--- config.mk ---
export PLATFORM = sky130hd
export DESIGN_NAME = pin_fault_supervisor
export DESIGN_NICKNAME = d
export VERILOG_FILES = /design/src/pin_fault_pkg.sv /design/src/pulse_fault_if.sv /design/src/pin_fault_supervisor.sv /design/src/consec_pulse_counter.sv
export VERILOG_INCLUDE_DIRS = /design/src
export SDC_FILE = /design/constraint.sdc
export NUM_CORES = 1
export LEC_CHECK = 0
export ABC_AREA = 1
export BUFFER_PORTS_ARGS = -buffer_cell sky130_fd_sc_hd__clkbuf_2
export CORE_MARGIN = 8
export CORE_UTILIZATION = 45
export CTS_BUF_LIST = sky130_fd_sc_hd__clkbuf_2
export CTS_CLUSTER_DIAMETER = 40
export CTS_CLUSTER_SIZE = 10
export DETAILED_ROUTE_END_ITERATION = 6
export SYNTH_ARGS = -nofsm -noshare
export SYNTH_HDL_FRONTEND = slang
export SYNTH_HIERARCHICAL = 1
export SYNTH_SLANG_ARGS = --single-unit
--- constraint.sdc ---
create_clock -name core_clk -period 3.85 [get_ports core_clk]
set_clock_uncertainty 0.15 [all_clocks]
set_input_delay 0.385 -clock core_clk [delete_from_list [all_inputs] [get_ports core_clk]]
set_output_delay 0.385 -clock core_clk [all_outputs]
set_load 0.02 [all_outputs]
--- src/pin_fault_map.svh ---
// timing and threshold constants of the pin fault supervisor
`ifndef PIN_FAULT_MAP_SVH
`define PIN_FAULT_MAP_SVH
`define CLK_MHZ 50
`define FIRST_PULSE_LONG_NS 2000
`define FIRST_PULSE_SHORT_NS 1000
`define LONG_CYC (`FIRST_PULSE_LONG_NS * `CLK_MHZ / 1000)
`define SHORT_CYC (`FIRST_PULSE_SHORT_NS * `CLK_MHZ / 1000)
`define BIAS_SAMPLE_NS 10000
`define BIAS_SAMPLE_CYC (`BIAS_SAMPLE_NS * `CLK_MHZ / 1000)
`define AUX_OVP_US 750
`define AUX_OVP_CYC (`AUX_OVP_US * `CLK_MHZ)
`define RESTART_DELAY_MS 1500
`define RESTART_DELAY_CYC (`RESTART_DELAY_MS * 1000 * `CLK_MHZ)
`define CONSEC_PULSES 3
`endif

--- src/pin_fault_pkg.sv ---
// types of the pin fault supervisor
`default_nettype none
package pin_fault_pkg;
   typedef enum logic [2:0] {ST_OFF, ST_SETTLE, ST_RUN, ST_DELAY, ST_UVLO} phase_e;
   typedef logic [1:0] pulse_cnt_t;
endpackage
`default_nettype wire

--- src/pulse_fault_if.sv ---
// carrier between supervisor and three-pulse fault counters
`timescale 1ns/1ps
`default_nettype none
interface pulse_fault_if;
   logic pulse_end;
   logic cond;
   logic clear;
   logic trip;
   modport sup (output pulse_end, output cond, output clear, input trip);
   modport cnt (input pulse_end, input cond, input clear, output trip);
endinterface
`default_nettype wire

--- src/pin_fault_supervisor.sv ---
// pin open and short fault supervisor
// How it works
// RL1: every pin fault restarts automatically, never latches off
// RL2: fet select high: first gate pulse over 2 us ends, flags short, 1.5 s delay
// RL3: fet select low: first pulse limit 2 us, or 1 us with small demag resistor
// RL4: sense at overcurrent on three consecutive pulses: open fault, 1.5 s delay
// RL5: 10 us after turn-on, bias below 14 V blocks switching, one lockout cycle
// RL6: bias above 15 V on three consecutive pulses gives one lockout cycle
// RL7: demag set pin short or open at turn-on gives lockout reset at once
// RL8: zvs delay set pin short or open at turn-on gives lockout reset at once
// RL9: auxiliary over-voltage held for 750 us gives lockout reset
// RL10: set pin checks run before switching; restart only on a later supply cycle
// RL11: consecutive counters clear on a clean pulse and on each lockout restart
`timescale 1ns/1ps
`default_nettype none
`include "pin_fault_map.svh"
module pin_fault_supervisor
   import pin_fault_pkg::*;
#(
   parameter int unsigned RESTART_CYC = `RESTART_DELAY_CYC,
   parameter int unsigned AUX_CYC = `AUX_OVP_CYC
)
(
   // clock and reset
   input wire logic core_clk,
   input wire logic rst_b,
   // supply and configuration comparators
   input wire logic supply_on,
   input wire logic fet_select_high,
   input wire logic demag_below_threshold,
   // gate request from the pwm core
   input wire logic gate_request,
   // pin comparators
   input wire logic cs_over_limit,
   input wire logic bias_below_14v,
   input wire logic bias_above_15v,
   input wire logic demag_pin_short,
   input wire logic demag_pin_open,
   input wire logic zvs_pin_short,
   input wire logic zvs_pin_open,
   input wire logic aux_over_voltage,
   // outputs
   output logic low_side_gate_pulse,
   output logic switching_allowed,
   output logic uvlo_restart,
   output logic fault_restart_delay,
   output logic cs_short_fault,
   output logic cs_open_fault
);
   // one timer width covers restart delay, aux filter and bias settle
   localparam int unsigned MAX_RA = (RESTART_CYC > AUX_CYC) ? RESTART_CYC : AUX_CYC;
   localparam int unsigned MAX_ALL = (MAX_RA > `BIAS_SAMPLE_CYC) ? MAX_RA : `BIAS_SAMPLE_CYC;
   localparam int unsigned W = $clog2(MAX_ALL + 1);

   // =========================================
   // input synchronisers
   localparam int N = 12;
   logic [N-1:0] raw, s1_reg, s2_reg;
   assign raw = {supply_on, fet_select_high, demag_below_threshold, gate_request,
      cs_over_limit, bias_below_14v, bias_above_15v, demag_pin_short, demag_pin_open,
      zvs_pin_short, zvs_pin_open, aux_over_voltage};
   always_ff @(posedge core_clk or negedge rst_b)
   begin
      if (!rst_b)
      begin
         s1_reg <= '0;
         s2_reg <= '0;
      end
      else
      begin
         s1_reg <= raw;
         s2_reg <= s1_reg;
      end
   end
   logic sup_on, fet_hi, dm_small, greq, cs_hi, b_lo, b_hi, dm_sh, dm_op, zv_sh, zv_op, aux_hi;
   assign {sup_on, fet_hi, dm_small, greq, cs_hi, b_lo, b_hi, dm_sh, dm_op,
      zv_sh, zv_op, aux_hi} = s2_reg;

   // =========================================
   // three-pulse counters
   pulse_fault_if cs_if ();
   pulse_fault_if bias_if ();
   consec_pulse_counter u_cs_cnt (.core_clk(core_clk), .rst_b(rst_b), .pf(cs_if.cnt));
   consec_pulse_counter u_bias_cnt (.core_clk(core_clk), .rst_b(rst_b), .pf(bias_if.cnt));

   // =========================================
   // state
   phase_e st_reg, st_next;
   logic [W-1:0] tmr_reg, tmr_next;
   logic gate_reg, gate_next;
   logic first_reg, first_next;
   logic cs_seen_reg, cs_seen_next, b_seen_reg, b_seen_next;
   logic cs_sh_reg, cs_sh_next, cs_op_reg, cs_op_next;
   logic [W-1:0] aux_reg, aux_next;
   logic pulse_end, limit_hit;
   logic [W-1:0] limit;

   assign limit = (fet_hi || !dm_small) ? W'(`LONG_CYC) : W'(`SHORT_CYC); // RL2 RL3
   assign limit_hit = first_reg && gate_reg && (tmr_reg >= limit - W'(1));
   assign pulse_end = gate_reg && !gate_next;

   assign cs_if.pulse_end = pulse_end;
   assign cs_if.cond = cs_seen_reg || cs_hi;
   assign cs_if.clear = (st_reg != ST_RUN);
   assign bias_if.pulse_end = pulse_end;
   assign bias_if.cond = b_seen_reg || b_hi;
   assign bias_if.clear = (st_reg != ST_RUN); // RL11

   always_comb
   begin
      st_next = st_reg;
      tmr_next = tmr_reg;
      gate_next = 1'b0;
      first_next = first_reg;
      cs_seen_next = cs_seen_reg;
      b_seen_next = b_seen_reg;
      cs_sh_next = cs_sh_reg;
      cs_op_next = cs_op_reg;
      aux_next = (aux_hi && st_reg == ST_RUN) ? aux_reg + W'(1) : '0;
      unique case (st_reg)
         ST_OFF:
         begin
            tmr_next = '0;
            if (sup_on)
            begin
               if (dm_sh || dm_op || zv_sh || zv_op)
               begin
                  st_next = ST_UVLO; // RL7 RL8 RL10
               end
               else
               begin
                  st_next = ST_SETTLE;
               end
            end
         end
         ST_SETTLE:
         begin
            tmr_next = tmr_reg + W'(1);
            if (tmr_reg == W'(`BIAS_SAMPLE_CYC - 1))
            begin
               tmr_next = '0;
               first_next = 1'b1;
               cs_sh_next = 1'b0;
               cs_op_next = 1'b0;
               cs_seen_next = 1'b0; // RL11
               b_seen_next = 1'b0; // RL11
               st_next = b_lo ? ST_UVLO : ST_RUN; // RL5
            end
         end
         ST_RUN:
         begin
            gate_next = greq && !limit_hit; // RL2 RL3
            if (gate_reg)
            begin
               tmr_next = tmr_reg + W'(1);
               cs_seen_next = cs_seen_reg || cs_hi; // RL4
               b_seen_next = b_seen_reg || b_hi; // RL6
            end
            if (pulse_end)
            begin
               first_next = 1'b0;
               tmr_next = '0;
               cs_seen_next = 1'b0;
               b_seen_next = 1'b0;
            end
            if (limit_hit)
            begin
               cs_sh_next = 1'b1;
               st_next = ST_DELAY; // RL2
               tmr_next = '0;
            end
            else if (cs_if.trip)
            begin
               cs_op_next = 1'b1;
               st_next = ST_DELAY; // RL4
               tmr_next = '0;
            end
            else if (bias_if.trip || aux_reg >= W'(AUX_CYC - 1))
            begin
               st_next = ST_UVLO; // RL6 RL9
            end
            else if (!sup_on)
            begin
               st_next = ST_OFF;
            end
         end
         ST_DELAY:
         begin
            tmr_next = tmr_reg + W'(1);
            if (tmr_reg == W'(RESTART_CYC - 1))
            begin
               st_next = ST_UVLO; // RL1
            end
         end
         ST_UVLO:
         begin
            tmr_next = '0;
            if (!sup_on)
            begin
               st_next = ST_OFF; // RL1 RL10
            end
         end
         default:
         begin
            st_next = ST_OFF;
         end
      endcase
   end

   always_ff @(posedge core_clk or negedge rst_b)
   begin
      if (!rst_b)
      begin
         st_reg <= ST_OFF;
         tmr_reg <= '0;
         gate_reg <= 1'b0;
         first_reg <= 1'b0;
         cs_seen_reg <= 1'b0;
         b_seen_reg <= 1'b0;
         cs_sh_reg <= 1'b0;
         cs_op_reg <= 1'b0;
         aux_reg <= '0;
      end
      else
      begin
         st_reg <= st_next;
         tmr_reg <= tmr_next;
         gate_reg <= gate_next;
         first_reg <= first_next;
         cs_seen_reg <= cs_seen_next;
         b_seen_reg <= b_seen_next;
         cs_sh_reg <= cs_sh_next;
         cs_op_reg <= cs_op_next;
         aux_reg <= aux_next;
      end
   end

   assign low_side_gate_pulse = gate_reg;
   assign switching_allowed = (st_reg == ST_RUN);
   assign uvlo_restart = (st_reg == ST_UVLO);
   assign fault_restart_delay = (st_reg == ST_DELAY);
   assign cs_short_fault = cs_sh_reg;
   assign cs_open_fault = cs_op_reg;

   // =========================================
   // checks
   first_pulse_cap_a: assert property (@(posedge core_clk) disable iff (!rst_b)
      limit_hit |=> !gate_reg && st_reg == ST_DELAY && cs_sh_reg) // RL2
      else $error("first pulse not cut");
   short_limit_a: assert property (@(posedge core_clk) disable iff (!rst_b)
      (first_reg && gate_reg && !fet_hi && dm_small && tmr_reg == W'(`SHORT_CYC - 1))
      |-> limit_hit) // RL3
      else $error("1 us limit missed");
   cs_open_a: assert property (@(posedge core_clk) disable iff (!rst_b)
      (st_reg == ST_RUN && cs_if.trip && !limit_hit) |=> st_reg == ST_DELAY && cs_op_reg) // RL4
      else $error("cs open not acted on");
   bias_sample_a: assert property (@(posedge core_clk) disable iff (!rst_b)
      (st_reg == ST_SETTLE && tmr_reg == W'(`BIAS_SAMPLE_CYC - 1) && b_lo) |=> uvlo_restart) // RL5
      else $error("bias open missed");
   bias_ov_a: assert property (@(posedge core_clk) disable iff (!rst_b)
      (st_reg == ST_RUN && bias_if.trip && !limit_hit && !cs_if.trip) |=> uvlo_restart) // RL6
      else $error("bias over-voltage missed");
   set_pins_a: assert property (@(posedge core_clk) disable iff (!rst_b)
      (st_reg == ST_OFF && sup_on && (dm_sh || dm_op || zv_sh || zv_op)) |=> uvlo_restart) // RL7 RL8
      else $error("set pin fault missed");
   no_gate_idle_a: assert property (@(posedge core_clk) disable iff (!rst_b)
      (st_reg != ST_RUN) |=> !low_side_gate_pulse) // RL10
      else $error("gate outside run");
   delay_exit_a: assert property (@(posedge core_clk) disable iff (!rst_b)
      $fell(fault_restart_delay) |-> uvlo_restart) // RL1
      else $error("delay not followed by restart");
endmodule // pin_fault_supervisor
`default_nettype wire

--- src/consec_pulse_counter.sv ---
// counts consecutive gate pulses that show a fault condition
`timescale 1ns/1ps
`default_nettype none
module consec_pulse_counter
   import pin_fault_pkg::*;
(
   // clock and reset
   input wire logic core_clk,
   input wire logic rst_b,
   // link to supervisor
   pulse_fault_if.cnt pf
);
`include "pin_fault_map.svh"
   pulse_cnt_t count_reg, count_next;
   logic trip_reg, trip_next;

   always_comb
   begin
      count_next = count_reg;
      trip_next = 1'b0;
      if (pf.clear)
      begin
         count_next = 2'h0; // RL11
      end
      else if (pf.pulse_end)
      begin
         if (!pf.cond)
         begin
            count_next = 2'h0; // RL11
         end
         else if (count_reg == 2'(`CONSEC_PULSES - 1))
         begin
            count_next = 2'h0;
            trip_next = 1'b1;
         end
         else
         begin
            count_next = count_reg + 2'h1;
         end
      end
   end

   always_ff @(posedge core_clk or negedge rst_b)
   begin
      if (!rst_b)
      begin
         count_reg <= 2'h0;
         trip_reg <= 1'b0;
      end
      else
      begin
         count_reg <= count_next;
         trip_reg <= trip_next;
      end
   end

   assign pf.trip = trip_reg;

   // =========================================
   // checks
   trip_after_three_a: assert property (@(posedge core_clk) disable iff (!rst_b)
      (pf.pulse_end && pf.cond && !pf.clear && count_reg == 2'h2) |=> pf.trip) // RL4 RL6
      else $error("three-pulse trip missed");
endmodule // consec_pulse_counter
`default_nettype wire

After elaboration in Yosys (flattened, before gate mapping)
Cells that the tools add are included.
{ "word_totals": {"inputBits": 14, "wordCells": 116, "out_inout_bits": 6, "register_bits": 93} }
{ "op_classes": {"n_lt_le_gt_ge": 2, "addsub": 5, "n_eq_ne": 18, "n_mux": 50, "n_reduce_logical": 26} }
{ "op_table": {"columns": ["cell", "n"], "rows": [
  ["27-bit two-way mux", 6],
  ["27-bit case mux with 4 select lines", 1],
  ["27-bit by 1-bit adder with 27-bit output (second input constant)", 2],
  ["27-bit == test (second input constant)", 1],
  ["27-bit by 9-bit == test with 1-bit output (second input constant)", 1],
  ["27-bit by 16-bit greater-or-equal comparator with 1-bit output (second input constant)", 1],
  ["27-bit greater-or-equal comparator", 1],
  ["3-bit two-way mux", 9],
  ["1-bit two-way mux", 19],
  ["2-bit two-way mux", 8],
  ["3-bit case mux with 5 select lines", 1],
  ["3-bit AND reduction", 4],
  ["1-bit case mux with 2 select lines", 5],
  ["2-bit by 1-bit inequality test with 1-bit output (second input constant)", 4],
  ["7-bit by 1-bit subtractor with 8-bit output (second input constant)", 1],
  ["1-bit logical OR", 7],
  ["7-bit two-way mux", 1],
  ["3-bit by 2-bit == test with 1-bit output (second input constant)", 2],
  ["2-bit inequality test (second input constant)", 3],
  ["1-bit logical AND", 5],
  ["5-bit by 1-bit inequality test with 1-bit output (second input constant)", 1],
  ["2-bit by 1-bit adder with 2-bit output (second input constant)", 2],
  ["2-bit == test (second input constant)", 2],
  ["4-bit AND reduction", 1],
  ["other kinds (10)", 13]
]} }

Depth between registers and ports, before layout
{ "logic_depth": {"ltp_word": 15, "ltp_mapped": 18, "depth_no_buf": 18} }

By module
Netlist, hierarchy kept.
{ "modules_own_cells": {"columns": ["mod", "instances", "cells_each", "area_per_inst_um2"], "rows": [
  ["pin_fault_supervisor", 1, 653, 4903.5],
  ["consec_pulse_counter (u_bias_cnt)", 1, 21, 147.6],
  ["consec_pulse_counter (u_cs_cnt)", 1, 18, 140.1]
]} }

Least setup slack after synthesis
Ideal clock, no wire load.
{ "synth_timing": {"kind": "register -> register", "startpoint": "reg s2_reg[10]", "endpoint": "reg u_cs_cnt.count_reg[0]", "path_buffers": 0, "path_slack_ns": 1.903, "arrival_time_ns": 1.680, "path_stages_with_launch": 17, "t_required_ns": 3.584, "path_cell_list": "dfrtp_1 > nor2_1 > ha_1 > nand2_1 > nand3_1 > nand2_1 > nand2_1 > nand2_1 > nand2_2 > nand2_2 > nand2_1 > nand2_2 > inv_1 > nor2_2 > nor2_2 > nand2_1 > nand2_1"} }
{ "synth_between": {"elab_chain_len": 11} }
{ "synth_rtl": {"columns": ["element", "line_no", "rtl"], "rows": [
  ["start: declaration", "pin_fault_supervisor.sv:58", "logic [N-1:0] raw, s1_reg, s2_reg;"],
  ["start signal: assignment", "pin_fault_supervisor.sv:72", "s2_reg <= s1_reg;"],
  ["1-bit logical OR", "pin_fault_supervisor.sv:98", "assign limit = (fet_hi || !dm_small) ? W'(`LONG_CYC) : W'(`SHORT_CYC);"],
  ["7-bit two-way mux", "pin_fault_supervisor.sv:98", null],
  ["7-bit by 1-bit subtractor with 8-bit output", "pin_fault_supervisor.sv:99", "assign limit_hit = first_reg && gate_reg && (tmr_reg >= limit - W'(1));"],
  ["27-bit greater-or-equal comparator", "pin_fault_supervisor.sv:99", null],
  ["1-bit logical AND", "pin_fault_supervisor.sv:99", null],
  ["1-bit logical NOT", "pin_fault_supervisor.sv:152", "gate_next = greq && !limit_hit;"],
  ["1-bit logical AND", "pin_fault_supervisor.sv:152", null],
  ["1-bit two-way mux", "pin_fault_supervisor.sv:120", "unique case (st_reg)"],
  ["1-bit logical NOT", "pin_fault_supervisor.sv:100", "assign pulse_end = gate_reg && !gate_next;"],
  ["1-bit logical AND", "pin_fault_supervisor.sv:100", null],
  ["named net bias_if.pulse_end", "pulse_fault_if.sv:5", "logic pulse_end;"],
  ["2-bit nonzero test (no source line)", null, null],
  ["end signal: assignment", "consec_pulse_counter.sv:52", "count_reg <= count_next;"],
  ["end: declaration", "consec_pulse_counter.sv:14", "pulse_cnt_t count_reg, count_next;"]
]} }
The timed path passes the listed nets, and every way through them passes these cells.
A chain may end at the register's enable or synchronous reset.

Worst setup path after layout
{ "layout_timing": {"startpoint": "reg st_reg[2]", "endpoint": "reg tmr_reg[26]"} }
{ "layout_between": {"elab_chain_len": 8} }
{ "layout_rtl": {"columns": ["element", "line_no", "rtl"], "rows": [
  ["start: declaration", "pin_fault_supervisor.sv:88", "phase_e st_reg, st_next;"],
  ["start signal: assignment", "pin_fault_supervisor.sv:226", "st_reg <= st_next;"],
  ["3-bit by 2-bit == test with 1-bit output", "pin_fault_supervisor.sv:120", null],
  ["1-bit two-way mux", "pin_fault_supervisor.sv:120", null],
  ["1-bit logical NOT", "pin_fault_supervisor.sv:100", null],
  ["1-bit logical AND", "pin_fault_supervisor.sv:100", null],
  ["27-bit two-way mux", "pin_fault_supervisor.sv:159", "if (pulse_end)"],
  ["27-bit two-way mux", "pin_fault_supervisor.sv:172", "else if (cs_if.trip)"],
  ["27-bit two-way mux", "pin_fault_supervisor.sv:166", "if (limit_hit)"],
  ["27-bit case mux with 4 select lines", "pin_fault_supervisor.sv:120", null],
  ["end signal: assignment", "pin_fault_supervisor.sv:227", "tmr_reg <= tmr_next;"],
  ["end: declaration", "pin_fault_supervisor.sv:89", "logic [W-1:0] tmr_reg, tmr_next;"]
]} }
Parallel ways exist; a longest one is shown, timed or not.

==> results.md <==
- Share of the synthesized area in compound gates (AO/OA/AOI/OAI): under 10%
- Post-synth cell types: 36
- #FFs+latches synth: 93
- Reg-to-reg startpoint: st_reg[2]
- Gate count of the mapped netlist: 692
- Core Rows: 39
- Core box area: 11300 sq um
- Transition at the pin with the smallest max-transition slack: 0.912 ns
- DIE WIDTH: roughly 120 um
- Post-CTS setup repair buffer count: 0
- Global-route wire length before repair: 19900 um
- Main combinational cell family by area after synthesis: simple AND/OR/NAND/NOR gates
- Total number of vias: 4351
- Iter 0 DRT Violations: 290
- Clock Latency Late Sink: about 0.6 ns
- Post-synth top flop: sky130_fd_sc_hd__dfrtp_1
- Worst Setup Slack post-DPL: 1.38 ns
- Share of post-route cells with drive strength above 1: 10.2%
- Number of nets with antenna violations after detailed routing: 0
- First element of the critical path: st_reg[2]
- Ratio of final minimum period to clock period: 64.0%
- R2r setup slk: 1.39 ns
- Routability Congestion: roughly 0.92
- Max H-tree Level: 3
- Final design instance area without fill: ~5700 sq um
- Simple-gate share of the synthesized area: 38.5%
- Worst Path Required: 4.23 ns
- Data arrival time at the worst-slack endpoint: 2.84 ns
- Die Outline Area: 15200 sq um
- Synth warnings: 6
- Via count of the first global-routing pass: between 4000 and 5000
- Final number of setup-violating endpoints: 0
- RSZ-0062 raised after global routing: false
- Post-DP HPWL: 8330 um
- Total congestion overflow: 0
- Crit path capture type: flip-flop
- Crit path time final: 2.46 ns
- Fillers: around 1100
- Post-synthesis adder-cell area fraction: 1.21%
- Result of the run: complete, no violations
- Final Instance Count excl. Fillers: 875
- Total power draw: about 1.7 mW
- Vias per cell: approximately 5.0
- Power Density: between 300 and 400 nW/um^2
- Seq/Total Area, Yosys: 44.8%
- Mapped Area: 5190 sq um
- Wirelength per Cell: roughly 13 um
- Final Hold Fails: 0
- Overall routed net length: 11400 um
- Clk root buf: sky130_fd_sc_hd__clkbuf_2
- Ports: 20
- Max Slew Vio Count: 0
- Average size of a mapped cell: 7.50 sq um
- Worst reg2reg path depth: 9
- Number of sinks on the clock net: 93
- Die Ht: 123 um
- Async set or reset register ratio after synthesis: 100%
- Number of antenna violations at the first check in global routing: 0
- Max rail drop VDD: 337 uV
- Critical Path Source Type: flip-flop
- Count of input and output buffers: 19
- Gates resized, CTS repair: 0
- Worst relative slew slack: 39.1%
- Clock-pin transition on the worst setup and hold timing paths: 0.30 ns
- Sum of negative setup slack: 0 ns
- Largest net degree at the start of global routing: 69
- # diodes: 0
- Max Clk Rate: 406 MHz
- Worst Setup Path Type: flip-flop to flip-flop
- Number of placed instances, taps included: 846
- Final #Nets: 746
- Share of the core filled with cells: between 50% and 60%
- Clock tree from TritonCTS: built
- Crit path max fanout: 28
- Number of synthesized flops with an enable pin: 0
- Number of nets produced by synthesis: 711
- Total GRT Usage: 16.4%
- Synth Area in XOR/XNOR: between 5 and 6%
- Endpoint of the worst register-to-register path: tmr_reg[26]
- Static power due to leakage: 2.69 nW
- Number of buffers added by the clock tree synthesis step: 9
- Max Root-Sink Buffers: 2
- Count of max-cap constraint violations: 0
- Initial Util: about 46%
- Hold Slack: 0.225 ns
- Mux share of post-synthesis cell area: 0%
- Final Worst Setup Slack: 1.39 ns
- Critical Path Sink: tmr_reg[26]
- DRT Pass-1 Iters: 5
- Detailed-route DRC error count: 0
- Hold Buf Count CTS: 13
- Area Growth Syn to Fin: 9.30%
- Worst hold path type: flip-flop to flip-flop
- Cell area reported after detailed placement: between 5000 and 6000 sq um
-- synthesized netlist by cell type (2+ instances only) --
| library cell | count | area share (%) |
|---|---|---|
| sky130_fd_sc_hd__clkbuf_1 | 4 | 0.29 |
| sky130_fd_sc_hd__buf_6 | 3 | 0.65 |
| sky130_fd_sc_hd__nand2_2 | 10 | 1.2 |
| sky130_fd_sc_hd__a21oi_1 | 6 | 0.58 |
| sky130_fd_sc_hd__o21ai_1 | 2 | 0.19 |
| sky130_fd_sc_hd__xnor2_1 | 8 | 1.3 |
| sky130_fd_sc_hd__nand4_1 | 13 | 1.6 |
| sky130_fd_sc_hd__nor2_2 | 14 | 1.7 |
| sky130_fd_sc_hd__a31oi_1 | 5 | 0.60 |
| sky130_fd_sc_hd__buf_8 | 2 | 0.58 |
| sky130_fd_sc_hd__o21a_1 | 2 | 0.29 |
| sky130_fd_sc_hd__nor2_1 | 112 | 8.1 |
| sky130_fd_sc_hd__xor2_1 | 22 | 3.7 |
| sky130_fd_sc_hd__inv_1 | 74 | 5.4 |
| sky130_fd_sc_hd__nor2_4 | 2 | 0.43 |
| sky130_fd_sc_hd__nor3_1 | 32 | 3.1 |
| sky130_fd_sc_hd__o21ai_0 | 2 | 0.19 |
| sky130_fd_sc_hd__nor3_2 | 3 | 0.58 |
| sky130_fd_sc_hd__ha_1 | 5 | 1.2 |
| sky130_fd_sc_hd__nand2_1 | 206 | 15 |
| sky130_fd_sc_hd__nand3_1 | 41 | 4.0 |
| sky130_fd_sc_hd__inv_2 | 4 | 0.29 |
| sky130_fd_sc_hd__dfrtp_1 | 93 | 45 |
| sky130_fd_sc_hd__nor3b_1 | 6 | 0.87 |
| sky130_fd_sc_hd__nor4_1 | 10 | 1.2 |
-- layer usage --
metal	part of all wire (%)	global-route usage (%)	vias to the layer above
li1	-	-	2250
met1	48	21.2	2020
met2	47	26.7	69
met3	3.8	3.06	12
met4	1.4	6.47	0
met5	0	0	-
-- worst max-delay path, stage by stage, from the launching register on --
cell                       delay (ns)
sky130_fd_sc_hd__dfrtp_1         0.48
sky130_fd_sc_hd__clkinv_2        0.11
sky130_fd_sc_hd__nand2_2         0.11
sky130_fd_sc_hd__nor2_8          0.18
sky130_fd_sc_hd__nand2_2         0.08
sky130_fd_sc_hd__o22ai_4         0.56
sky130_fd_sc_hd__o21bai_4        0.45
sky130_fd_sc_hd__nor2_1          0.13
sky130_fd_sc_hd__nand2_2         0.09
sky130_fd_sc_hd__nand2_1         0.05
-- logic make-up after synthesis --
family / after synthesis
compound gates: 22
xor+xnor: 30
simple gates: 453
flops: 93
fa+ha+maj: 5
buf+inv: 89
-- cells in the final DEF, fill, tap and decap left out, types with 3 or more instances in the layout --
cell type	n
sky130_fd_sc_hd__nand2_1	206
sky130_fd_sc_hd__nor2_1	112
sky130_fd_sc_hd__dfrtp_1	93
sky130_fd_sc_hd__inv_1	74
sky130_fd_sc_hd__nand3_1	41
sky130_fd_sc_hd__nor3_1	32
sky130_fd_sc_hd__clkbuf_2	27
sky130_fd_sc_hd__xor2_1	22
sky130_fd_sc_hd__nor2_2	14
sky130_fd_sc_hd__nand4_1	13
sky130_fd_sc_hd__dlygate4sd3_1	13
sky130_fd_sc_hd__nand2_2	10
sky130_fd_sc_hd__nor4_1	10
sky130_fd_sc_hd__xnor2_1	8
sky130_fd_sc_hd__a21oi_1	6
sky130_fd_sc_hd__nor3b_1	6
sky130_fd_sc_hd__a31oi_1	5
sky130_fd_sc_hd__ha_1	5
sky130_fd_sc_hd__inv_2	4
sky130_fd_sc_hd__nor3_2	3
-- worst min-delay path by stage --
stage                startpoint         end  slack, ns  cells after the start
2_1_floorplan             rst_b  aux_reg[0]      -0.06                      0
3_5_place_dp          s1_reg[2]   s2_reg[2]       0.18                      0
6_report              s1_reg[3]   s2_reg[3]       0.22                      0
3_3_place_gp          s1_reg[9]   s2_reg[9]       0.18                      0
5_1_grt            zvs_pin_open   s1_reg[1]       0.16                      2
4_1_cts        aux_over_voltage   s1_reg[0]       0.17                      2
-- final cells by class --
| type | instances | area [sq um] | area share (%) |
|---|---|---|---|
| Sequential cell | 93 | 2330 | 41.0 |
| Timing Repair Buffer | 33 | 235 | 4.15 |
| Clock inverter | 7 | 103 | 1.81 |
| Tap cell | 143 | 179 | 3.15 |
| Clock buffer | 9 | 45.0 | 0.794 |
| Inverter | 80 | 302 | 5.31 |
| Multi-Input combinational cell | 510 | 2480 | 43.8 |
-- report_power, final --
part	leakage (nW)	switching, mW	total, mW	internal (mW)
clock network	0.0861	0.394	0.569	0.175
registers	1.24	0.0157	1.02	1.00
logic	1.36	0.114	0.163	0.0493
Power figures use the tool's default switching activity.
